[config.mk]
export PLATFORM = sky130hd
export DESIGN_NAME = gbcs_top
export DESIGN_NICKNAME = d
export VERILOG_FILES = /design/src/gbcs_pkg.sv /design/src/gbcs_sync3.sv /design/src/gbcs_flag.sv /design/src/gbcs_top.sv
export SDC_FILE = /design/constraint.sdc
export NUM_CORES = 1
export LEC_CHECK = 0
export ABC_CLOCK_PERIOD_IN_PS = 4410
export BUFFER_PORTS_ARGS = -buffer_cell sky130_fd_sc_hd__buf_2
export CELL_PAD_IN_SITES_DETAIL_PLACEMENT = 1
export CELL_PAD_IN_SITES_GLOBAL_PLACEMENT = 1
export CORE_MARGIN = 2
export CORE_UTILIZATION = 39
export DETAILED_ROUTE_END_ITERATION = 10
export GPL_ROUTABILITY_DRIVEN = 0
export MAX_ROUTING_LAYER = met4
export PLACE_DENSITY = 0.8
export SLEW_MARGIN = 20
export SYNTH_ARGS = -nofsm -noshare
export SYNTH_HDL_FRONTEND = slang
export SYNTH_SLANG_ARGS = --single-unit
[constraint.sdc]
create_clock -name core_clk_in -period 4.41 [get_ports core_clk_in]
set_input_delay 0.882 -clock core_clk_in [delete_from_list [all_inputs] [get_ports core_clk_in]]
set_output_delay 0.882 -clock core_clk_in [all_outputs]
set_load 0.02 [all_outputs]
[src/gbcs_pkg.sv]
// gbcs_pkg: constants for the gpib bus line control / status register bank.
// assumes an avalon-mm word-addressed slave port and a 100 mhz core clock.

package gbcs_pkg;

   // -----------------------------------------------------------------
   // register word addresses
   // -----------------------------------------------------------------
   localparam int unsigned ADDR_W = 4;
   localparam logic [3:0] REG_BUS_LINE_CONTROL  = 4'h0;
   localparam logic [3:0] REG_BUS_LINE_STATUS   = 4'h1;
   localparam logic [3:0] REG_TALKER_OUTPUT_BYTE = 4'h2;
   localparam logic [3:0] REG_CONFIG            = 4'h3;
   localparam logic [3:0] REG_INT_STATUS        = 4'h4;
   localparam logic [3:0] REG_INT_CLEAR         = 4'h5;
   localparam logic [3:0] REG_INT_ENABLE        = 4'h6;
   localparam logic [3:0] REG_AUX_CMD           = 4'h7;
   localparam logic [3:0] REG_DATA_IN           = 4'h8;
   localparam logic [3:0] REG_CMD_PASS          = 4'h9;

   // -----------------------------------------------------------------
   // gpib control line positions
   // -----------------------------------------------------------------
   localparam int unsigned LN_ATN  = 7;
   localparam int unsigned LN_DAV  = 6;
   localparam int unsigned LN_NDAC = 5;
   localparam int unsigned LN_NRFD = 4;
   localparam int unsigned LN_EOI  = 3;
   localparam int unsigned LN_SRQ  = 2;
   localparam int unsigned LN_IFC  = 1;
   localparam int unsigned LN_REN  = 0;
   localparam logic [7:0] MON_MASK = 8'h34;

   // -----------------------------------------------------------------
   // interrupt flag positions
   // -----------------------------------------------------------------
   localparam int unsigned N_FLAGS = 17;
   localparam int unsigned FL_ADDRESS_STATUS_CHANGE = 0;
   localparam int unsigned FL_APT  = 1;
   localparam int unsigned FL_ATTENTION_INTERRUPT = 2;
   localparam int unsigned FL_CO   = 3;
   localparam int unsigned FL_CPT  = 4;
   localparam int unsigned FL_DEC  = 5;
   localparam int unsigned FL_DET  = 6;
   localparam int unsigned FL_DI   = 7;
   localparam int unsigned FL_DO   = 8;
   localparam int unsigned FL_END  = 9;
   localparam int unsigned FL_ERR  = 10;
   localparam int unsigned FL_INTERFACE_CLEAR_RECEIVED = 11;
   localparam int unsigned FL_LOCKOUT_CHANGE = 12;
   localparam int unsigned FL_REMOTE_CHANGE = 13;
   localparam int unsigned FL_SERVICE_REQUEST_RECEIVED = 14;
   localparam int unsigned FL_STATUS_BYTE_OUT = 15;
   localparam int unsigned FL_SYNC = 16;
   localparam logic [16:0] MODE_FREE_MASK = 17'h18000;

   // -----------------------------------------------------------------
   // field positions and reset values
   // -----------------------------------------------------------------
   localparam int unsigned CFG_STATIC  = 0;
   localparam int unsigned CFG_HOLDOFF = 1;
   localparam int unsigned AUX_VALID    = 0;
   localparam int unsigned AUX_NONVALID = 1;
   localparam logic [7:0]  RST_BUS_LINE_CONTROL = 8'h00;
   localparam logic [7:0]  RST_OUTPUT_BYTE = 8'h00;
   localparam logic [1:0]  RST_CONFIG = 2'h0;
   localparam logic [16:0] RST_INT_ENABLE = 17'h00000;

endpackage

[src/gbcs_sync3.sv]
// gbcs_sync3: three-stage input synchroniser with agreement filter.
// assumes an asynchronous level input and an active-low synced reset.
`timescale 1ns/1ps
`default_nettype none

module gbcs_sync3 (
   input  wire logic core_clk_in,
   input  wire logic rst_n_in,
   input  wire logic async_in,
   output var  logic sync_out
);

   logic s1_q;
   logic s2_q;
   logic s3_q;

   always_ff @(posedge core_clk_in or negedge rst_n_in) begin
      if (!rst_n_in) begin
         s1_q     <= 1'b0;
         s2_q     <= 1'b0;
         s3_q     <= 1'b0;
         sync_out <= 1'b0;
      end else begin
         s1_q <= async_in;
         s2_q <= s1_q;
         s3_q <= s2_q;
         // change accepted only once stages two and three agree
         if (s2_q == s3_q) begin
            sync_out <= s3_q;
         end
      end
   end

endmodule
`default_nettype wire

[src/gbcs_flag.sv]
// gbcs_flag: one sticky interrupt status flag.
// assumes set and clear come from logic on the same clock.
`timescale 1ns/1ps
`default_nettype none

module gbcs_flag (
   input  wire logic core_clk_in,
   input  wire logic rst_n_in,
   input  wire logic set_in,
   input  wire logic clr_in,
   output var  logic flag_out
);

   // set wins over a clear in the same cycle so no event is lost
   always_ff @(posedge core_clk_in or negedge rst_n_in) begin
      if (!rst_n_in) begin
         flag_out <= 1'b0;
      end else begin
         flag_out <= set_in | (flag_out & ~clr_in);
      end
   end

endmodule
`default_nettype wire

[src/gbcs_top.sv]
// gbcs_top: gpib bus line control/status, output byte and interrupt flags.
// assumes interface functions on the same clock and control lines arriving
// asynchronously from the transceivers; asserted lines are 1 here.
`timescale 1ns/1ps
`default_nettype none

module gbcs_top #(
   parameter int unsigned N_LINES = 8
) (
   input  wire logic        core_clk_in,
   input  wire logic        arst_n_in,
   input  wire logic [3:0]  avs_address_in,
   input  wire logic        avs_read_in,
   input  wire logic        avs_write_in,
   input  wire logic [31:0] avs_writedata_in,
   output var  logic [31:0] avs_readdata_out,
   output var  logic        avs_waitrequest_out,
   input  wire logic [7:0]  line_in,
   output var  logic [7:0]  line_out,
   output var  logic [7:0]  line_oe_n_out,
   input  wire logic [7:0]  fn_drive_in,
   input  wire logic [7:0]  xmit_en_in,
   output var  logic [7:0]  line_seen_out,
   input  wire logic [16:0] event_in,
   input  wire logic        ton_in,
   input  wire logic        lon_in,
   input  wire logic        controller_active_state_in,
   input  wire logic        source_generate_state_in,
   input  wire logic        talker_active_state_in,
   input  wire logic        handshake_done_in,
   input  wire logic [7:0]  data_in_byte_in,
   input  wire logic [7:0]  cmd_pass_byte_in,
   input  wire logic        byte_taken_in,
   output var  logic        nba_out,
   output var  logic [7:0]  output_byte_out,
   output var  logic        valid_out,
   output var  logic        nonvalid_out,
   output var  logic        holdoff_mode_out,
   output var  logic        irq_out
);

   // -----------------------------------------------------------------
   // elaboration checks
   // -----------------------------------------------------------------
   if (N_LINES != 8) begin : g_bad_lines
      $error("gbcs_top: only eight control lines are supported");
   end

   // -----------------------------------------------------------------
   // reset release
   // -----------------------------------------------------------------
   logic [1:0] rst_pipe_q;
   logic       rst_n;

   always_ff @(posedge core_clk_in or negedge arst_n_in) begin
      if (!arst_n_in) begin
         rst_pipe_q <= 2'b00;
      end else begin
         rst_pipe_q <= {rst_pipe_q[0], 1'b1};
      end
   end
   assign rst_n = rst_pipe_q[1];

   // -----------------------------------------------------------------
   // avalon-mm slave: one wait cycle, access on the waitrequest-low edge
   // -----------------------------------------------------------------
   function automatic logic is_reg(input logic [3:0] a, input logic [3:0] r);
      return a == r;
   endfunction

   logic        req;
   logic        rd_fire;
   logic        wr_fire;
   logic [31:0] rd_d;
   logic [16:0] flags;
   logic [16:0] en_q;
   logic [1:0]  cfg_q;
   logic [7:0]  bcr_q;

   assign req     = avs_read_in | avs_write_in;
   assign rd_fire = avs_read_in & ~avs_waitrequest_out;
   assign wr_fire = avs_write_in & ~avs_waitrequest_out;

   always_ff @(posedge core_clk_in or negedge rst_n) begin
      if (!rst_n) begin
         avs_waitrequest_out <= 1'b1;
      end else if (req && !avs_waitrequest_out) begin
         avs_waitrequest_out <= 1'b1;
      end else if (req) begin
         avs_waitrequest_out <= 1'b0;
      end
   end

   always_comb begin
      rd_d = 32'h00000000;
      if (is_reg(avs_address_in, gbcs_pkg::REG_BUS_LINE_STATUS)) begin
         rd_d[7:0] = line_seen_out;
      end else if (is_reg(avs_address_in, gbcs_pkg::REG_CONFIG)) begin
         rd_d[1:0] = cfg_q;
      end else if (is_reg(avs_address_in, gbcs_pkg::REG_INT_STATUS)) begin
         rd_d[16:0] = flags;
      end else if (is_reg(avs_address_in, gbcs_pkg::REG_INT_ENABLE)) begin
         rd_d[16:0] = en_q;
      end else if (is_reg(avs_address_in, gbcs_pkg::REG_DATA_IN)) begin
         rd_d[7:0] = data_in_byte_in;
      end else if (is_reg(avs_address_in, gbcs_pkg::REG_CMD_PASS)) begin
         rd_d[7:0] = cmd_pass_byte_in;
      end
   end

   // data captured in the wait cycle, so status is that of the read itself
   always_ff @(posedge core_clk_in or negedge rst_n) begin
      if (!rst_n) begin
         avs_readdata_out <= 32'h00000000;
      end else if (avs_read_in && avs_waitrequest_out) begin
         avs_readdata_out <= rd_d;
      end
   end

   // -----------------------------------------------------------------
   // software registers
   // -----------------------------------------------------------------
   always_ff @(posedge core_clk_in or negedge rst_n) begin
      if (!rst_n) begin
         bcr_q <= gbcs_pkg::RST_BUS_LINE_CONTROL;
      end else if (wr_fire &&
                   is_reg(avs_address_in, gbcs_pkg::REG_BUS_LINE_CONTROL)) begin
         bcr_q <= avs_writedata_in[7:0];
      end
   end

   always_ff @(posedge core_clk_in or negedge rst_n) begin
      if (!rst_n) begin
         cfg_q <= gbcs_pkg::RST_CONFIG;
      end else if (wr_fire && is_reg(avs_address_in, gbcs_pkg::REG_CONFIG)) begin
         cfg_q <= avs_writedata_in[1:0];
      end
   end
   assign holdoff_mode_out = cfg_q[gbcs_pkg::CFG_HOLDOFF];

   always_ff @(posedge core_clk_in or negedge rst_n) begin
      if (!rst_n) begin
         en_q <= gbcs_pkg::RST_INT_ENABLE;
      end else if (wr_fire &&
                   is_reg(avs_address_in, gbcs_pkg::REG_INT_ENABLE)) begin
         en_q <= avs_writedata_in[16:0];
      end
   end

   logic aux_wr;
   assign aux_wr = wr_fire && is_reg(avs_address_in, gbcs_pkg::REG_AUX_CMD);

   always_ff @(posedge core_clk_in or negedge rst_n) begin
      if (!rst_n) begin
         valid_out    <= 1'b0;
         nonvalid_out <= 1'b0;
      end else begin
         valid_out    <= aux_wr && avs_writedata_in[gbcs_pkg::AUX_VALID];
         nonvalid_out <= aux_wr && avs_writedata_in[gbcs_pkg::AUX_NONVALID];
      end
   end

   // -----------------------------------------------------------------
   // talker output byte and nba
   // -----------------------------------------------------------------
   logic out_wr;
   logic nba_set;

   assign out_wr  = wr_fire &&
                    is_reg(avs_address_in, gbcs_pkg::REG_TALKER_OUTPUT_BYTE);
   assign nba_set = out_wr && (talker_active_state_in || controller_active_state_in);

   // input data latch is a separate path and is never touched here
   always_ff @(posedge core_clk_in or negedge rst_n) begin
      if (!rst_n) begin
         output_byte_out <= gbcs_pkg::RST_OUTPUT_BYTE;
      end else if (out_wr) begin
         output_byte_out <= avs_writedata_in[7:0];
      end
   end

   // a new write wins over the source handshake taking the old byte
   always_ff @(posedge core_clk_in or negedge rst_n) begin
      if (!rst_n) begin
         nba_out <= 1'b0;
      end else begin
         nba_out <= nba_set | (nba_out & ~byte_taken_in);
      end
   end

   // -----------------------------------------------------------------
   // control lines
   // -----------------------------------------------------------------
   logic [7:0] pin_s;

   for (genvar i = 0; i < N_LINES; i++) begin : g_line_sync
      gbcs_sync3 u_sync (
         .core_clk_in (core_clk_in),
         .rst_n_in    (rst_n),
         .async_in    (line_in[i]),
         .sync_out    (pin_s[i])
      );
   end

   // transceiver loopback: driven lines return the own value on line_in
   always_ff @(posedge core_clk_in or negedge rst_n) begin
      if (!rst_n) begin
         line_seen_out <= 8'h00;
      end else begin
         line_seen_out <= pin_s | bcr_q
                        | (fn_drive_in & gbcs_pkg::MON_MASK);
      end
   end

   always_ff @(posedge core_clk_in or negedge rst_n) begin
      if (!rst_n) begin
         line_out      <= 8'h00;
         line_oe_n_out <= 8'hFF;
      end else begin
         line_out      <= xmit_en_in & (fn_drive_in | bcr_q);
         line_oe_n_out <= ~xmit_en_in;
      end
   end

   // -----------------------------------------------------------------
   // interrupt flags
   // -----------------------------------------------------------------
   logic        ton_q;
   logic        lon_q;
   logic        stat_mode;
   logic        stat_rd;
   logic [16:0] clr_cmd;
   logic [16:0] clr;

   assign stat_mode = cfg_q[gbcs_pkg::CFG_STATIC];
   assign stat_rd   = rd_fire &&
                      is_reg(avs_address_in, gbcs_pkg::REG_INT_STATUS);
   assign clr_cmd   = (wr_fire &&
                       is_reg(avs_address_in, gbcs_pkg::REG_INT_CLEAR)) ?
                      avs_writedata_in[16:0] : 17'h00000;

   always_ff @(posedge core_clk_in or negedge rst_n) begin
      if (!rst_n) begin
         ton_q <= 1'b0;
         lon_q <= 1'b0;
      end else begin
         ton_q <= ton_in;
         lon_q <= lon_in;
      end
   end

   always_comb begin
      clr = clr_cmd;
      if (stat_mode) begin
         clr[gbcs_pkg::FL_ADDRESS_STATUS_CHANGE] = clr_cmd[gbcs_pkg::FL_ADDRESS_STATUS_CHANGE]
                                | (ton_in & ~ton_q) | (lon_in & ~lon_q);
         clr[gbcs_pkg::FL_APT]  = valid_out | nonvalid_out;
         clr[gbcs_pkg::FL_CPT]  = rd_fire &&
                                  is_reg(avs_address_in, gbcs_pkg::REG_CMD_PASS);
         clr[gbcs_pkg::FL_CO]   = ~controller_active_state_in | ~source_generate_state_in | nba_set;
         clr[gbcs_pkg::FL_DI]   = (rd_fire &&
                                   is_reg(avs_address_in, gbcs_pkg::REG_DATA_IN))
                                | (handshake_done_in &
                                   cfg_q[gbcs_pkg::CFG_HOLDOFF]);
         clr[gbcs_pkg::FL_DO]   = ~talker_active_state_in | ~source_generate_state_in | nba_set;
      end else if (stat_rd) begin
         // only bits software actually saw are cleared by the read
         clr = clr_cmd | (avs_readdata_out[16:0] & ~gbcs_pkg::MODE_FREE_MASK);
      end
      // mode-free flags obey only their own clear command
      clr[gbcs_pkg::FL_STATUS_BYTE_OUT] = clr_cmd[gbcs_pkg::FL_STATUS_BYTE_OUT];
      clr[gbcs_pkg::FL_SYNC] = clr_cmd[gbcs_pkg::FL_SYNC];
      clr[gbcs_pkg::FL_DO]   = clr[gbcs_pkg::FL_DO] | nba_set;
   end

   for (genvar f = 0; f < gbcs_pkg::N_FLAGS; f++) begin : g_flag
      gbcs_flag u_flag (
         .core_clk_in (core_clk_in),
         .rst_n_in    (rst_n),
         .set_in      (event_in[f]),
         .clr_in      (clr[f]),
         .flag_out    (flags[f])
      );
   end

   always_ff @(posedge core_clk_in or negedge rst_n) begin
      if (!rst_n) begin
         irq_out <= 1'b0;
      end else begin
         irq_out <= |(flags & en_q);
      end
   end
endmodule
`default_nettype wire

* Word-level counts from Yosys, hierarchy flattened
Index checks and enable logic that the tools add are counted. Widths: inputs -> output; s select.
Storage, ports and cells: register bits after elaboration 134, input port bits 104, output and inout bits 70
Operators by class: eq/ne operators 17, mux-type cells 19, bitwise gates (word level) 82, reductions and logical operators 19
Operators with widths (number):
- $mux 17 | 2
- $mux 8 | 4
- $mux 15 | 2
- $or 1x1->1 | 28
- $not 1->1 | 24
- $and 1x1->1 | 23
- $mux 9 | 2
- $and 17x17->17 | 1
- $reduce_or 17->1 | 1
- $eq 4x3->1 const B | 4
- $or 8x8->8 | 2
- $or 15x15->15 | 1
- $logic_and 1x1->1 | 14
- $mux 2 | 5
- $and 8x8->8 | 1
- $eq 1x1->1 | 8
- $eq 4x2->1 const B | 2
- $eq 4x4->1 const B | 2
- $not 8->8 | 1
- $or 8x6->8 | 1
- $mux 6 | 1
- $eq 4x1->1 const B | 1
- $logic_not 4->1 | 1
- $mux 1 | 3
- other kinds (3) | 3

* Logic depth before layout (Yosys ltp)
depth in word-level cells 11, gate-level depth with buffers 7

* Cells and area by module
Synthesis repeated with hierarchy kept, for this count alone.
Second synthesis, totals: cell total of the unflattened synthesis 436, area, all modules 5542.8 um^2
Modules (own cells, without submodules):
- gbcs_top | times used 1, cells an instance 345, area each 4035.1 um^2
- gbcs_sync3 | times used 8, cells an instance 5, area each 111.4 um^2
- gbcs_flag | times used 17, cells an instance 3, area each 36.3 um^2

* Least setup slack after synthesis
Ideal clock, no wire load.
path kind input to register, from input avs_address_in[0], to register g_flag[8].u_flag.flag_out, setup time 0.120 ns, arrival 2.230 ns, required time 4.290 ns, slack 2.059 ns, stages on the path 7, path buffers 3, cell sequence buf_2 or4b_1 buf_2 nor3_4 buf_6 nand2_1 a41o_1
On the way: cells in the longest elaborated chain, start to end 10, elaborated cells on any way between the ends 16, those cells by class eq/ne (3); mux (3); bitwise (6); reduce/logical (4)
RTL lines:
- start, declared | line gbcs_top.sv:12 | input wire logic [3:0] avs_address_in,
- $eq 4x3->1 | line gbcs_top.sv:68 | return a == r;
- $logic_and 1x1->1 | line gbcs_top.sv:238 | assign clr_cmd = (wr_fire &&
- $mux 17 | line gbcs_top.sv:239 | is_reg(avs_address_in, gbcs_pkg::REG_INT_CLEAR)) ?
- $or 15x15->15 | line gbcs_top.sv:268 | clr = clr_cmd | (avs_readdata_out[16:0] & ~gbcs_pkg::MODE_FREE_MASK);
- $mux 15 | line gbcs_top.sv:266 | end else if (stat_rd) begin
- $mux 2 | line gbcs_top.sv:254 | if (stat_mode) begin
- $or 1x1->1 * | line gbcs_top.sv:273 | clr[gbcs_pkg::FL_DO] = clr[gbcs_pkg::FL_DO] | nba_set;
- $not 1->1 * | line gbcs_flag.sv:19 | flag_out <= set_in | (flag_out & ~clr_in);
- $and 1x1->1 * | line gbcs_flag.sv:19
- $or 1x1->1 * | line gbcs_flag.sv:19
- end signal, assigned | line gbcs_flag.sv:19
- end, declared | line gbcs_flag.sv:11 | output var logic flag_out
Mark *: on every way between the ends. The rest lies on a longest branch, timed or not. A chain may end at the register's enable or synchronous reset.

* Worst setup path after layout
from input avs_address_in[0], to register g_flag[7].u_flag.flag_out
On the way: cells in the longest elaborated chain, start to end 9, elaborated cells on any way between the ends 14, those cells by class eq/ne (3); mux (3); bitwise (5); reduce/logical (3)
RTL lines (line):
- $eq 4x3->1 | gbcs_top.sv:68
- $logic_and 1x1->1 | gbcs_top.sv:238
- $mux 17 | gbcs_top.sv:239
- $or 15x15->15 | gbcs_top.sv:268
- $mux 15 | gbcs_top.sv:266
- $mux 2 * | gbcs_top.sv:254
- $not 1->1 * | gbcs_flag.sv:19
- $and 1x1->1 * | gbcs_flag.sv:19
- $or 1x1->1 * | gbcs_flag.sv:19
- end signal, assigned | gbcs_flag.sv:19
- end, declared | gbcs_flag.sv:11
Marks and branches as above.

==> results.py <==
metrics = {
    "placement": {
        "place_area_um2": 6260,
        "dpl.hpwl_mm": 10.8,
        "io_buffers": 143,
        "place_inst": 737,
    },
    "critical_path": {
        "critPathMaxStageDelay_ns": 0.64,
        "crit_type": "input port to flip-flop",
        "end_kind": "flip-flop",
        "critPathBufInv": 2,
        "crit_family": "simple AND/OR/NAND/NOR gates",
        "cp_data_arrival_time_ns": 2.90,
        "required_ns": 4.70,
        "start_kind": "input port",
        "cp_max_fo": 19,
        "cp_cell_sequence": "buf_2 -> nand2b_1 -> nor2_1 -> buf_4 -> a22oi_1 -> a311o_1",
        "cp_slowest_cell": "nor2_1",
    },
    "timing": {
        "skew_ns": 0.0109,
        "period_needed_ns": 2.61,
        "rsz0062_at_grt": "no",
        "relSlewSlack": 0.416,
        "setup_tns_ns": 0,
        "hold_violations": 0,
        "max_freq_mhz": 384,
        "period_share": 0.591,
        "drv_slew": 0,
        "setup_viol": 0,
        "worstMarginPinSlew_ns": 0.874,
        "holdWs_ns": 0.195,
    },
    "floorplan": {
        "fp.dieW_um": 122,
        "core_region_area_um2": 13700,
        "io_pins": 174,
        "start_util": 0.395,
        "dieArea_um2": 14900,
        "rows": 43,
        "die_h_um": 122,
    },
    "synth": {
        "yosysSeqAreaShare": 0.620,
        "synth-seq-cells": 134,
        "syn_area_per_cell_um2": 12.6,
        "synth-edff-count": 0,
        "netlist_area_um2": 5420,
        "yosys-top-cells-area": "dfrtp_1, mux2_2, dfstp_2",
        "netlist.area_leader.share": 0.577,
        "synth_flop_cell": "dfrtp_1",
        "synth_cell_types": 57,
        "syn_inst": 430,
        "synth_top_cell_by_area": "dfrtp_1",
        "yosysWarningCount": 0,
        "synthArstFlopShare": 1.00,
    },
    "routing": {
        "dr.pass1.iters": 4,
        "highest_layer": "met4",
        "met3WireLength_um": 846,
        "dr_wl_met2_mm": 7.33,
        "vias": 4003,
        "routedWlPerCell_um": 19.4,
        "totalWireLength_mm": 14.9,
        "drt_iter0_drc": 157,
        "final_antenna_net_count": 0,
        "drc": 0,
        "met1Wirelength_mm": 6.38,
        "viasPerCell": 5.21,
    },
    "flow_run": {
        "drv_cap": 0,
    },
    "worst_hold_path": {
        "hp-class": "flip-flop to asynchronous set/reset pin",
    },
    "pwr": {
        "pwr-share-clk": 0.367,
        "power_frac_comb": 0.197,
        "swShare": 0.318,
        "power.density_nw_per_um2": 574,
        "p_leak_nw": 3.17,
        "vdd_ir_drop_max_v": 0.000255,
        "p_int_mw": 2.69,
        "seq_power_share": 0.435,
        "p_switching_mw": 1.25,
        "power_mw": 3.94,
    },
    "global_route": {
        "grt_max_degree": 60,
        "gr-usage-all-layers": 0.221,
        "antenna_found_initial": 0,
        "grt_pass1_vias": 4283,
        "grt_first_pass_wirelength_mm": 23.3,
        "grt_overflow": 0,
    },
    "clock_network": {
        "post_cts_resized": 0,
        "cts_buffers": 17,
        "clockRootBuffer": "clkbuf_16",
        "clock_sink_count": 134,
        "cts_tree": "built",
        "clock_path_buffers": 2,
        "clkLatencyLatePin_ns": 0.42,
        "post_cts_buffers": 0,
        "htree_levels": 4,
        "ctsHoldBuffers": 0,
        "clk_pin_slew_ns": 0.06,
    },
    "layout": {
        "nFillCells": 1499,
        "register_area_um2": 3370,
        "fin_nets": 680,
        "syn_to_final_growth_pct": 26.4,
        "multi_input_area_um2": 1870,
        "fin_cells": 769,
        "finalInstanceArea_um2": 6860,
        "antenna_cells": 0,
        "layout_commonest_cell": "buf_2",
        "final_layout_size_suffix_gt1_frac": 0.409,
        "mostFrequentLayoutCells": "buf_2, dfrtp_1, mux2_2",
    },
    "status": {
        "outcome": "completed",
    },
}
[power groups by stage]
stage          sequential (mW)  combinational [mW]  clock, mW
2_1_floorplan             1.81               0.374          0
4_1_cts                   1.72               0.790       1.48
5_1_grt                   1.75               0.850       1.53
6_report                  1.72               0.777       1.45
3_5_place_dp              1.74               0.785          0
3_3_place_gp              1.72               0.760          0
[registers in the layout, summed over array words and instances (netlist names), 2 cells and up]
| register | count |
|---|---|
| rst_pipe_q | 2 |
| g_flag.u_flag.flag_out | 17 |
| line_seen_out | 8 |
| g_line_sync.u_sync.s1_q | 8 |
| output_byte_out | 8 |
| en_q | 17 |
| line_oe_n_out | 8 |
| g_line_sync.u_sync.sync_out | 8 |
| bcr_q | 8 |
| g_line_sync.u_sync.s2_q | 8 |
| g_line_sync.u_sync.s3_q | 8 |
| avs_readdata_out | 17 |
| cfg_q | 2 |
| line_out | 8 |
[path summary, 6_finish.rpt]
kind                                       startpoint                    endpoint  slack [ns]  cells past startpoint
max                                 avs_address_in[0]   g_flag[7].u_flag.flag_out        1.80                      6
max in group asynchronous               rst_pipe_q[1]                    en_q[11]        3.18                      1
max reg2reg                       avs_waitrequest_out   g_flag[7].u_flag.flag_out        2.17                      5
min reg2reg                             rst_pipe_q[1]  g_line_sync[5].u_sync.s3_q        0.20                      0
min                                     rst_pipe_q[1]  g_line_sync[5].u_sync.s3_q        0.20                      0
min in group core_clk_in   g_line_sync[1].u_sync.s1_q  g_line_sync[1].u_sync.s2_q        0.35                      0
[per-stage QoR]
stage / utilization / worst slack, ns
global placement: 0.456 / 1.42
global route: 0.500 / 1.65
CTS: 0.500 / 1.81
floorplan: - / 0.416
finish: 0.500 / 1.80
detailed placement: 0.456 / 1.38
[Yosys cell counts (3+ instances only)]
| cell | count |
|---|---|
| nor2_1 | 27 |
| a211oi_1 | 4 |
| o221ai_1 | 4 |
| o21ai_0 | 14 |
| clkbuf_1 | 8 |
| nand3b_1 | 4 |
| nor2b_1 | 5 |
| buf_2 | 8 |
| buf_4 | 15 |
| nor3_1 | 5 |
| a22oi_1 | 25 |
| inv_1 | 13 |
| maj3_1 | 8 |
| dfrtp_1 | 125 |
| and2_1 | 3 |
| mux2i_1 | 8 |
| nand3_1 | 3 |
| o2bb2ai_1 | 4 |
| a21o_1 | 11 |
| o22ai_1 | 4 |
| nand2_1 | 28 |
| a221oi_1 | 6 |
| mux2_2 | 35 |
| a311o_1 | 3 |
| dfstp_2 | 9 |
| nand2b_1 | 5 |
| or2_2 | 7 |
| or3_1 | 3 |
[layer usage]
layer / vias to the layer above / GRT usage
li1: 1820 / -
met1: 2014 / 0.277
met2: 140 / 0.336
met3: 29 / 0.0548
met4: 0 / 0.111
met5: - / -
[area by class of cell]
cell class | count | share of cell area
timing repair buffer | 147 | 0.109
tap | 180 | 0.0328
sequential | 134 | 0.491
clock inverter | 14 | 0.0237
multi-input combinational | 263 | 0.272
inverter | 13 | 0.00712
clock buffer | 18 | 0.0640
[logic make-up after synthesis]
kind of cell / after synthesis / share of synthesized area
adder cells (fa/ha/maj): 8 / 0.0148
multiplexers: 43 / 0.0874
flip-flops: 134 / 0.620
AO/OA/AOI/OAI: 88 / 0.121
buffers and inverters: 47 / 0.0461
other: 2 / 0.00138
AND/OR/NAND/NOR: 107 / 0.108
XOR/XNOR: 1 / 0.00162
Power figures use the tool's default switching activity.
